<file path="src/hdl/rt_pkg.sv">
// rt_pkg: shared constants and types for the relink and test mode control
// assumes: 8-bit device register port, 32-bit AXI4-Lite on the controller
package rt_pkg;
   // ****************************************
   // device register offsets
   // ****************************************
   localparam logic [7:0] RT_A_LINK_MODE = 8'h30;
   localparam logic [7:0] RT_A_RX_STATUS = 8'h31;
   localparam logic [7:0] RT_A_AUDIO_FMT = 8'h32;
   localparam logic [7:0] RT_A_TX_PWR = 8'h33;
   localparam logic [7:0] RT_A_RX_PWR = 8'h34;
   localparam logic [7:0] RT_A_REM_EXEC = 8'h35;
   localparam logic [7:0] RT_A_TX_UPD = 8'h5b;
   localparam logic [7:0] RT_A_LNK_UPD = 8'h3e;
   localparam logic [7:0] RT_A_RX_UPD = 8'h4b;
   localparam logic [7:0] RT_A_TEST_CODE = 8'h7e;
   localparam logic [7:0] RT_A_TEST_CHAN = 8'h7f;
   // ****************************************
   // fields, codes, reset values
   // ****************************************
   localparam int RT_B_FORCE = 4;
   localparam int RT_B_SLAVE_DIS = 6;
   localparam int RT_B_TEST_TX = 7;
   localparam logic [7:0] RT_TC_SINGLE = 8'h63;
   localparam logic [7:0] RT_TC_SWEEP = 8'h73;
   localparam logic [7:0] RT_UPD_IDLE = 8'h00;
   localparam logic [7:0] RT_UPD_START = 8'h01;
   localparam logic [7:0] RT_UPD_FAIL = 8'h02;
   localparam logic [7:0] RT_RST_BYTE = 8'h00;
   localparam logic [1:0] RT_PWR_0DBM = 2'h3;
   localparam int RT_F_BASE_MHZ = 2400;
   localparam int RT_F_TOP_MHZ = 2480;
   localparam logic [6:0] RT_SWEEP_LAST = 7'(RT_F_TOP_MHZ - RT_F_BASE_MHZ);
   localparam int RT_CLK_MHZ = 100;
   localparam int RT_DWELL_US = 1;
   localparam logic [6:0] RT_DWELL_CYC = 7'(RT_DWELL_US * RT_CLK_MHZ - 1);
   // ****************************************
   // controller register map (AXI byte addresses)
   // ****************************************
   localparam logic [3:0] RT_C_CMD = 4'h0;
   localparam logic [3:0] RT_C_STAT = 4'h4;
   localparam logic [3:0] RT_C_TEST = 4'h8;
   localparam logic [1:0] RT_RESP_OK = 2'h0;
   localparam logic [1:0] RT_RESP_ERR = 2'h2;
   localparam logic [1:0] RT_OP_WRITE = 2'h0;
   localparam logic [1:0] RT_OP_READ = 2'h1;
   localparam logic [1:0] RT_OP_SAFE_UPD = 2'h2;
   localparam logic [1:0] RT_OP_TEST = 2'h3;
   typedef enum logic [2:0] {
      RT_IDLE = 3'h0, RT_LOCATE = 3'h1, RT_RECONF = 3'h3,
      RT_STREAM = 3'h2, RT_TEST = 3'h6
   } rt_dev_state_e;
   typedef enum logic [1:0] {
      RT_C_IDLE = 2'h0, RT_C_REQ = 2'h1, RT_C_GAP = 2'h3
   } rt_ctl_state_e;
endpackage : rt_pkg

</file>
<file path="src/hdl/rt_if.sv">
// rt_if: register port between the controller and the transceiver
// assumes: both ends on sys_clk; req held until a one-cycle ack
`timescale 1ns/1ps
interface rt_if;
   logic req;
   logic we;
   logic [7:0] addr;
   logic [7:0] wdata;
   logic ack;
   logic [7:0] rdata;
   modport ctl (output req, we, addr, wdata, input ack, rdata);
   modport dev (input req, we, addr, wdata, output ack, rdata);
endinterface : rt_if

</file>
<file path="src/hdl/rt_upd.sv">
// rt_upd: one settings-update register (idle, busy, failed)
// assumes: start is a one-cycle write strobe of the start code
`timescale 1ns/1ps
module rt_upd (
   input wire logic sys_clk,
   input wire logic arst_n,
   input wire logic ce,
   input wire logic start,
   input wire logic done,
   input wire logic fail,
   output logic [7:0] status,
   output logic sendStart
);
   import rt_pkg::*;
   typedef struct packed {
      logic [7:0] status;
      logic sendStart;
   } rt_upd_s;
   rt_upd_s st_r;
   rt_upd_s st_nxt;

   always_comb begin
      st_nxt = st_r;
      st_nxt.sendStart = 1'b0;
      if (st_r.status == RT_UPD_START) begin
         if (fail) begin
            st_nxt.status = RT_UPD_FAIL;
         end else if (done) begin
            st_nxt.status = RT_UPD_IDLE;
         end
      end else if (start) begin
         // a start while busy is dropped: values may not change mid-send
         st_nxt.status = RT_UPD_START;
         st_nxt.sendStart = 1'b1;
      end
   end

   always_ff @(posedge sys_clk or negedge arst_n) begin
      if (!arst_n) begin
         st_r <= '0;
      end else if (ce) begin
         st_r <= st_nxt;
      end
   end

   assign status = st_r.status;
   assign sendStart = st_r.sendStart;
endmodule : rt_upd

</file>
<file path="src/hdl/rt_dev.sv">
// rt_dev: transceiver end - relink, auto-send and test mode control
// assumes: radio, eeprom loader and audio path sit outside and report
// through the plain ports; controller reaches registers over rt_if
`timescale 1ns/1ps
module rt_dev (
   input wire logic sys_clk,
   input wire logic arst_n,
   input wire logic ce,
   rt_if.dev bus,
   input wire logic roleRx,
   input wire logic linkFound,
   input wire logic linkLost,
   input wire logic eepLoad,
   input wire logic eepAbort,
   input wire logic [7:0] eepStatus,
   input wire logic [2:0] xferDone,
   input wire logic [2:0] xferFail,
   input wire logic remRspValid,
   input wire logic [7:0] remRspData,
   output logic reconfigPulse,
   output logic [7:0] fmtActive,
   output logic sendRate,
   output logic sendRxMode,
   output logic sendPins,
   output logic streaming,
   output logic testActive,
   output logic testTx,
   output logic [6:0] testChannel,
   output logic [1:0] radioPwr,
   output logic [2:0] updStart,
   output logic remStart,
   output logic [7:0] remData,
   output logic slaveEn
);
   import rt_pkg::*;
   // ****************************************
   // state
   // ****************************************
   typedef struct packed {
      rt_dev_state_e st;
      logic ack;
      logic [7:0] rdata;
      logic strapDone;
      logic isRx;
      logic [7:0] linkMode;
      logic [7:0] rxStatus;
      logic [7:0] fmtShadow;
      logic [7:0] fmtActive;
      logic [7:0] transmit_power_setting;
      logic [7:0] receiver_power_setting;
      logic [7:0] testCode;
      logic [7:0] testChan;
      logic testSweep;
      logic testTx;
      logic [6:0] chan;
      logic [6:0] dwell;
      logic [1:0] pwr;
      logic reconf;
      logic sendRate;
      logic sendRxMode;
      logic sendPins;
      logic remStart;
      logic [7:0] remData;
      logic slaveEn;
   } rt_dev_s;
   rt_dev_s s_r;
   rt_dev_s s_nxt;
   logic [2:0] updWr;
   logic [7:0] updStat [3];
   logic acc;
   logic wr;

   function automatic logic testCodeOk(input logic [7:0] code);
      testCodeOk = (code == RT_TC_SINGLE) || (code == RT_TC_SWEEP);
   endfunction : testCodeOk

   function automatic logic isUpd(input logic [7:0] a, input int i);
      case (i)
         0: isUpd = (a == RT_A_TX_UPD);
         1: isUpd = (a == RT_A_LNK_UPD);
         default: isUpd = (a == RT_A_RX_UPD);
      endcase
   endfunction : isUpd

   // no slave interface at all while disabled: requests get no ack
   assign acc = bus.req && !s_r.ack && s_r.slaveEn;
   assign wr = acc && bus.we;

   // ****************************************
   // update registers
   // ****************************************
   // rx update carries rx control regs only; receiver mode goes by locate
   genvar gi;
   generate
      for (gi = 0; gi < 3; gi++) begin : g_upd
         assign updWr[gi] = wr && isUpd(bus.addr, gi)
            && (bus.wdata == RT_UPD_START);
         rt_upd u_upd (
            .sys_clk(sys_clk),
            .arst_n(arst_n),
            .ce(ce),
            .start(updWr[gi]),
            .done(xferDone[gi]),
            .fail(xferFail[gi]),
            .status(updStat[gi]),
            .sendStart(updStart[gi])
         );
      end
   endgenerate

   // ****************************************
   // next state
   // ****************************************
   always_comb begin
      s_nxt = s_r;
      s_nxt.ack = 1'b0;
      s_nxt.reconf = 1'b0;
      s_nxt.remStart = 1'b0;
      // strap caught on the first enabled edge after reset release
      if (!s_r.strapDone) begin
         s_nxt.strapDone = 1'b1;
         s_nxt.isRx = roleRx;
      end
      // register port
      if (acc) begin
         s_nxt.ack = 1'b1;
         s_nxt.rdata = RT_RST_BYTE;
         if (bus.we) begin
            if (bus.addr == RT_A_LINK_MODE) begin
               s_nxt.linkMode = bus.wdata;
            end else if (bus.addr == RT_A_RX_STATUS) begin
               // slave-disable bit is not writable over the slave port
               s_nxt.rxStatus = {s_r.rxStatus[7],
                  s_r.rxStatus[RT_B_SLAVE_DIS], bus.wdata[5:0]};
            end else if (bus.addr == RT_A_AUDIO_FMT) begin
               s_nxt.fmtShadow = bus.wdata;
            end else if (bus.addr == RT_A_TX_PWR) begin
               s_nxt.transmit_power_setting = bus.wdata;
            end else if (bus.addr == RT_A_RX_PWR) begin
               s_nxt.receiver_power_setting = bus.wdata;
            end else if (bus.addr == RT_A_REM_EXEC) begin
               s_nxt.remData = bus.wdata;
               s_nxt.remStart = 1'b1;
            end else if (bus.addr == RT_A_TEST_CODE) begin
               if (s_r.st != RT_TEST) begin
                  s_nxt.testCode = bus.wdata;
               end
            end else if (bus.addr == RT_A_TEST_CHAN) begin
               if (s_r.st != RT_TEST) begin
                  s_nxt.testChan = bus.wdata;
               end
            end
         end else begin
            if (bus.addr == RT_A_LINK_MODE) begin
               s_nxt.rdata = s_r.linkMode;
            end else if (bus.addr == RT_A_RX_STATUS) begin
               s_nxt.rdata = s_r.rxStatus;
            end else if (bus.addr == RT_A_AUDIO_FMT) begin
               s_nxt.rdata = s_r.fmtShadow;
            end else if (bus.addr == RT_A_TX_PWR) begin
               s_nxt.rdata = s_r.transmit_power_setting;
            end else if (bus.addr == RT_A_RX_PWR) begin
               s_nxt.rdata = s_r.receiver_power_setting;
            end else if (bus.addr == RT_A_REM_EXEC) begin
               s_nxt.rdata = s_r.remData;
            end else if (bus.addr == RT_A_TX_UPD) begin
               s_nxt.rdata = updStat[0];
            end else if (bus.addr == RT_A_LNK_UPD) begin
               s_nxt.rdata = updStat[1];
            end else if (bus.addr == RT_A_RX_UPD) begin
               s_nxt.rdata = updStat[2];
            end
         end
      end
      if (remRspValid) begin
         s_nxt.remData = remRspData;
      end
      // eeprom load: abort leaves rxStatus, disable bit included, as it was
      if (eepLoad && !eepAbort && s_r.isRx) begin
         s_nxt.rxStatus = eepStatus;
      end
      s_nxt.slaveEn = !(s_r.isRx && s_nxt.rxStatus[RT_B_SLAVE_DIS]);
      // link sequence
      case (s_r.st)
         RT_IDLE: begin
            if (s_r.strapDone) begin
               s_nxt.st = RT_LOCATE;
            end
         end
         RT_LOCATE: begin
            if (linkFound) begin
               s_nxt.st = RT_RECONF;
            end
         end
         RT_RECONF: begin
            s_nxt.fmtActive = s_r.fmtShadow;
            s_nxt.reconf = 1'b1;
            s_nxt.st = RT_STREAM;
         end
         RT_STREAM: begin
            if (linkLost) begin
               s_nxt.st = RT_LOCATE;
            end
         end
         RT_TEST: begin
            // only arst_n leaves this state
            if (s_r.testSweep) begin
               if (s_r.dwell == RT_DWELL_CYC) begin
                  s_nxt.dwell = '0;
                  s_nxt.chan = (s_r.chan == RT_SWEEP_LAST) ? '0
                     : 7'(s_r.chan + 7'h1);
               end else begin
                  s_nxt.dwell = 7'(s_r.dwell + 7'h1);
               end
            end
         end
         default: begin
            s_nxt.st = RT_IDLE;
         end
      endcase
      // forced relink: pending until it starts, then dropped
      if (s_r.st != RT_TEST && s_r.st != RT_IDLE
            && s_r.linkMode[RT_B_FORCE]) begin
         s_nxt.linkMode[RT_B_FORCE] &= wr
            && bus.addr == RT_A_LINK_MODE;
         if (testCodeOk(s_r.testCode)) begin
            s_nxt.st = RT_TEST;
            s_nxt.testSweep = (s_r.testCode == RT_TC_SWEEP);
            s_nxt.testTx = s_r.testChan[RT_B_TEST_TX];
            s_nxt.chan = s_nxt.testSweep ? '0 : s_r.testChan[6:0];
            s_nxt.dwell = '0;
         end else begin
            s_nxt.st = RT_LOCATE;
         end
      end
      // auto-send: hop table never part of it, each side loads its own
      s_nxt.sendRate = (s_nxt.st == RT_LOCATE) && !s_r.isRx;
      s_nxt.sendRxMode = (s_nxt.st == RT_LOCATE) && !s_r.isRx;
      s_nxt.sendPins = s_r.isRx && (s_nxt.st == RT_LOCATE
         || s_nxt.st == RT_STREAM || s_nxt.st == RT_RECONF);
      if (s_nxt.st == RT_TEST) begin
         s_nxt.pwr = RT_PWR_0DBM;
      end else begin
         s_nxt.pwr = s_r.isRx ? s_r.receiver_power_setting[1:0] : s_r.transmit_power_setting[1:0];
      end
   end

   always_ff @(posedge sys_clk or negedge arst_n) begin
      if (!arst_n) begin
         s_r <= '0;
         s_r.slaveEn <= 1'b1;
      end else if (ce) begin
         s_r <= s_nxt;
      end
   end

   // ****************************************
   // outputs
   // ****************************************
   assign bus.ack = s_r.ack;
   assign bus.rdata = s_r.rdata;
   assign reconfigPulse = s_r.reconf;
   assign fmtActive = s_r.fmtActive;
   assign sendRate = s_r.sendRate;
   assign sendRxMode = s_r.sendRxMode;
   assign sendPins = s_r.sendPins;
   assign streaming = (s_r.st == RT_STREAM);
   assign testActive = (s_r.st == RT_TEST);
   assign testTx = s_r.testTx;
   assign testChannel = s_r.chan;
   assign radioPwr = s_r.pwr;
   assign remStart = s_r.remStart;
   assign remData = s_r.remData;
   assign slaveEn = s_r.slaveEn;
endmodule : rt_dev

</file>
<file path="src/flat_wrapper.sv">
// flat-port wrapper written by rule: the top's interface ports become plain ports
module rt_dev_flat import rt_pkg::*;
  (sys_clk, arst_n, ce, roleRx, linkFound, linkLost, eepLoad, eepAbort, eepStatus, xferDone, xferFail, remRspValid, remRspData, reconfigPulse, fmtActive, sendRate, sendRxMode, sendPins, streaming, testActive, testTx, testChannel, radioPwr, updStart, remStart, remData, slaveEn, bus_req, bus_we, bus_addr, bus_wdata, bus_ack, bus_rdata);
  rt_if bus_i ();
  input wire logic sys_clk;
  input wire logic arst_n;
  input wire logic ce;
  input wire logic roleRx;
  input wire logic linkFound;
  input wire logic linkLost;
  input wire logic eepLoad;
  input wire logic eepAbort;
  input wire logic [7:0] eepStatus;
  input wire logic [2:0] xferDone;
  input wire logic [2:0] xferFail;
  input wire logic remRspValid;
  input wire logic [7:0] remRspData;
  output logic reconfigPulse;
  output logic [7:0] fmtActive;
  output logic sendRate;
  output logic sendRxMode;
  output logic sendPins;
  output logic streaming;
  output logic testActive;
  output logic testTx;
  output logic [6:0] testChannel;
  output logic [1:0] radioPwr;
  output logic [2:0] updStart;
  output logic remStart;
  output logic [7:0] remData;
  output logic slaveEn;
  input wire logic [$bits(bus_i.req)-1:0] bus_req;
  input wire logic [$bits(bus_i.we)-1:0] bus_we;
  input wire logic [$bits(bus_i.addr)-1:0] bus_addr;
  input wire logic [$bits(bus_i.wdata)-1:0] bus_wdata;
  output wire logic [$bits(bus_i.ack)-1:0] bus_ack;
  output wire logic [$bits(bus_i.rdata)-1:0] bus_rdata;
  assign bus_i.req = bus_req;
  assign bus_i.we = bus_we;
  assign bus_i.addr = bus_addr;
  assign bus_i.wdata = bus_wdata;
  assign bus_ack = bus_i.ack;
  assign bus_rdata = bus_i.rdata;
  rt_dev u_core (.sys_clk(sys_clk), .arst_n(arst_n), .ce(ce), .bus(bus_i), .roleRx(roleRx), .linkFound(linkFound), .linkLost(linkLost), .eepLoad(eepLoad), .eepAbort(eepAbort), .eepStatus(eepStatus), .xferDone(xferDone), .xferFail(xferFail), .remRspValid(remRspValid), .remRspData(remRspData), .reconfigPulse(reconfigPulse), .fmtActive(fmtActive), .sendRate(sendRate), .sendRxMode(sendRxMode), .sendPins(sendPins), .streaming(streaming), .testActive(testActive), .testTx(testTx), .testChannel(testChannel), .radioPwr(radioPwr), .updStart(updStart), .remStart(remStart), .remData(remData), .slaveEn(slaveEn));
endmodule
</file>
<file path="config.mk">
export PLATFORM = sky130hd
export DESIGN_NAME = rt_dev_flat
export DESIGN_NICKNAME = d
export VERILOG_FILES = /design/src/hdl/rt_pkg.sv /design/src/hdl/rt_if.sv /design/src/hdl/rt_upd.sv /design/src/hdl/rt_dev.sv /design/src/flat_wrapper.sv
export SDC_FILE = /design/constraint.sdc
export NUM_CORES = 1
export LEC_CHECK = 0
export ABC_AREA = 1
export CAP_MARGIN = 20
export CELL_PAD_IN_SITES_DETAIL_PLACEMENT = 0
export CELL_PAD_IN_SITES_GLOBAL_PLACEMENT = 1
export CORE_ASPECT_RATIO = 1.25
export CORE_MARGIN = 3
export CORE_UTILIZATION = 47
export DETAILED_ROUTE_END_ITERATION = 8
export DONT_BUFFER_PORTS = 1
export GPL_ROUTABILITY_DRIVEN = 1
export PLACE_DENSITY = 0.85
export REMOVE_ABC_BUFFERS = 1
export SKIP_CTS_REPAIR_TIMING = 1
export SYNTH_ARGS = -nofsm -noshare
export SYNTH_HDL_FRONTEND = slang
export SYNTH_HIERARCHICAL = 1
export SYNTH_SLANG_ARGS = --single-unit
</file>
<file path="constraint.sdc">
create_clock -name sys_clk -period 2.5 [get_ports sys_clk]
set_clock_uncertainty 0.15 [all_clocks]
set_input_delay 0.5 -clock sys_clk [delete_from_list [all_inputs] [get_ports sys_clk]]
set_output_delay 0.5 -clock sys_clk [all_outputs]
set_load 0.01 [all_outputs]
</file>
==> run_results.csv <==
group,metric,value,unit
status,outcome,"complete, but fails checks",
status,failed_checks,"hold timing",
critical_path,end_kind,"register",
flow_run,maxCapViolations,0,
critical_path,path_cells,"nand3_1, nor2_1, inv_2, nor2_1, o21ai_0, a21oi_1, nand2_1, nand2_1",
clock_tree,cts_tree,"done",
power,p_comb_frac,0.090,
power,peakVddDrop,0.000371,V
finish,design_area,7190,um2
clock_tree,cts_root_buf,"clkbuf_16",
finish,final_cell_mix,"236 x nand2_1, 117 x dfrtp_1, 87 x inv_1, 72 x o21ai_0, 52 x nor2_1",
timing,slew_headroom,0.602,
die,start_util,0.483,
power,p_seq_frac,0.429,
critical_path,required,2.71,ns
timing,whs,-0.362,ns
timing,rsz0062_at_grt,"no",
finish,area_growth,6.74,%
place,placed_cell_area,6590,um2
die,rows,48,
die,dieWidth,113,um
global_route,globalRouteOverflowTotal,0,
yosys,synth-simple-area-share,0.279,
critical_path,cp_slowest_cell,"dfstp_2",
power,clkPwrFrac,0.481,
global_route,grt_use_met2,0.390,
route,first_iter_violations,453,
die,core,13900,um2
global_route,grt_util_met1,0.271,
clock_tree,cts.sinks,118,
route,wire_per_inst,16.9,um
critical_path,crit_arrival,2.36,ns
critical_path,slowest_delay,0.57,ns
yosys,synthCells,867,
route,ant_nets,0,
clock_tree,clockBufferDepth,2,
global_route,grt_pass1_wl,28600,um
power,p_switching,1.34,mW
finish,nets,892,
timing,finalSetupTns,0,ns
power,power_density,713,nW/um2
finish,finalCoreUtilization,0.516,
critical_path,critPathKind,"register to register",
yosys,synthAdderAreaFrac,0.00557,
timing,hold_viol_final,118,
global_route,grt_busiest_layer,"met2",
clock_tree,worstSkewPairLatency,0.42,ns
power,p_sw_frac,0.261,
global_route,grt_pass1_vias,5496,
place,dp_slack,0.346,ns
place,dp_hpwl,12700,um
global_route,antenna_found_initial,0,
timing,worst_pin_slew,0.595,ns
yosys,ys_types,45,
die,dieArea,15800,um2
power,internal-power,3.79,mW
global_route,grt_max_degree,119,
timing,fin_crit_sh,0.860,
yosys,synthMuxAreaShare,0.00167,
finish,drive_gt1_frac,0.115,
place,io_buffers,0,
timing,slew_viol_final,0,
yosys,yosys_warnings,6,
yosys,ys_ff_latch,118,
yosys,synth_area,6730,um2
global_route,grt.total_usage,0.231,
clock_tree,cts_buffers,17,
route,vias,5535,
die,num_io_pins,95,
route,first_pass_iters,7,
route,drc_errors,0,
clock_tree,clk_pin_slew_worst_paths,0.05,ns
yosys,yosysSeqAreaShare,0.439,
yosys,synth_top_family_by_area,"simple AND/OR/NAND/NOR gates",
finish,final_common_cell,"nand2_1",
power,power_leakage,3.49,nW
route,wl,17400,um
critical_path,cp_max_fo,10,
die,die_y,140,um
worst_hold_path,hold_class,"input pin to async pin",
route,viasPerCell,5.38,
timing,min_period,2.15,ns
place,routabilityCongestion,0.881,
yosys,synth_compound_area_frac,0.143,
finish,diodes,0,
clock_tree,cts_max_level,4,
timing,setup_ws,0.350,ns
timing,fmax,465,MHz
critical_path,start_kind,"register",
timing,finalSetupViolations,0,
yosys,syn_area_per_cell,7.77,um2
yosys,synth-xor-area-share,0.00130,
global_route,met3_usage,0.0705,
-- through the flow --
stage	total power [mW]	hold WS (ns)	cells
after floorplan	2.54	0.0544	813
after global placement	2.66	0.0602	996
after detailed placement	2.69	0.0592	996
after CTS	5.17	-0.383	1028
after global routing	5.34	-0.385	1028
final	5.13	-0.362	1028
-- final cells by class --
class	instances	area (um2)
tap	175	219
fill	1348	6750
timing repair buffer	8	72.6
inverter	101	382
clock inverter	12	154
multi-input combinational	594	2960
clock buffer	20	447
sequential	118	2950
-- power by group through the flow --
stage	Sequential (mW)	Combinational, mW	Clock, mW
global placement	2.22	0.442	0
detailed placement	2.23	0.455	0
floorplan	2.19	0.352	0
CTS	2.20	0.461	2.51
finish	2.20	0.463	2.47
global route	2.22	0.523	2.60
-- critical path: cells and delay by family, from the launching register on --
family | cells | cell delay [ns]
buf+inv | 1 | 0.12
simple gates | 5 | 0.89
compound gates | 2 | 0.36
flops | 1 | 0.57
-- registers in the layout (all words and copies together), names as in the netlist --
name / cells
u_core/bus.ack: 1
u_core/bus.rdata: 8
u_core/fmtActive: 8
u_core/g_upd.u_upd/sendStart: 3
u_core/g_upd.u_upd/status: 6
u_core/radioPwr: 2
u_core/reconfigPulse: 1
u_core/remData: 8
u_core/remStart: 1
u_core/s_r: 69
u_core/sendPins: 1
u_core/sendRxMode: 1
u_core/slaveEn: 1
u_core/testChannel: 7
u_core/testTx: 1
-- metal layers --
layer  routed length [um]  up-vias  share of wire
met5                    0        -              0
met1                 6960     2610           0.40
met3                 1120       34          0.064
li1                     -     2708              -
met2                 8830      183           0.51
met4                  508        0          0.029
-- path summary, 6_finish.rpt --
path	startpoint	to	slack, ns	cells past startpoint
max in group asynchronous	arst_n	u_core/slaveEn	2.28	0
setup reg to reg	u_core/slaveEn	u_core/bus.rdata[3]	0.35	8
min in group sys_clk	ce	u_core/slaveEn	0.01	1
hold reg to reg	u_core/s_r[97]	u_core/s_r[97]	0.33	2
hold / removal	arst_n	u_core/s_r[19]	-0.36	0
setup / recovery	u_core/slaveEn	u_core/bus.rdata[3]	0.35	8
-- kinds of logic after synthesis --
| logic type | after synthesis |
|---|---|
| AOI/OAI and AO/OA | 170 |
| xor gates and xnor gates | 1 |
| adders and majority gates | 3 |
| buffers and inverters | 170 |
| DFF | 118 |
| muxes | 1 |
| other | 3 |
| and+or+nand+nor | 401 |
-- Yosys cell counts (all sizes together) --
cell type    n  share of area
or2          1        0.00093
conb         3         0.0017
a31oi        8         0.0074
nor2        71          0.055
nor3         9         0.0074
nor4         2         0.0019
clkinv       1        0.00056
a221oi       1         0.0022
dfstp        1         0.0039
nand3b       5         0.0074
nand3       50          0.041
ha           3         0.0056
a22oi        2         0.0030
clkbuf       4         0.0022
nand2      250           0.15
o211ai      11          0.014
o31ai        1         0.0011
xor2         1         0.0013
mux2         1         0.0017
nand4       13          0.017
dfrtp      117           0.43
buf         65          0.071
o21a         4         0.0045
inv        100          0.056
o22ai       11          0.010
a21oi       19          0.014
o21ai      113          0.086
(Power assumes the default switching activity.)
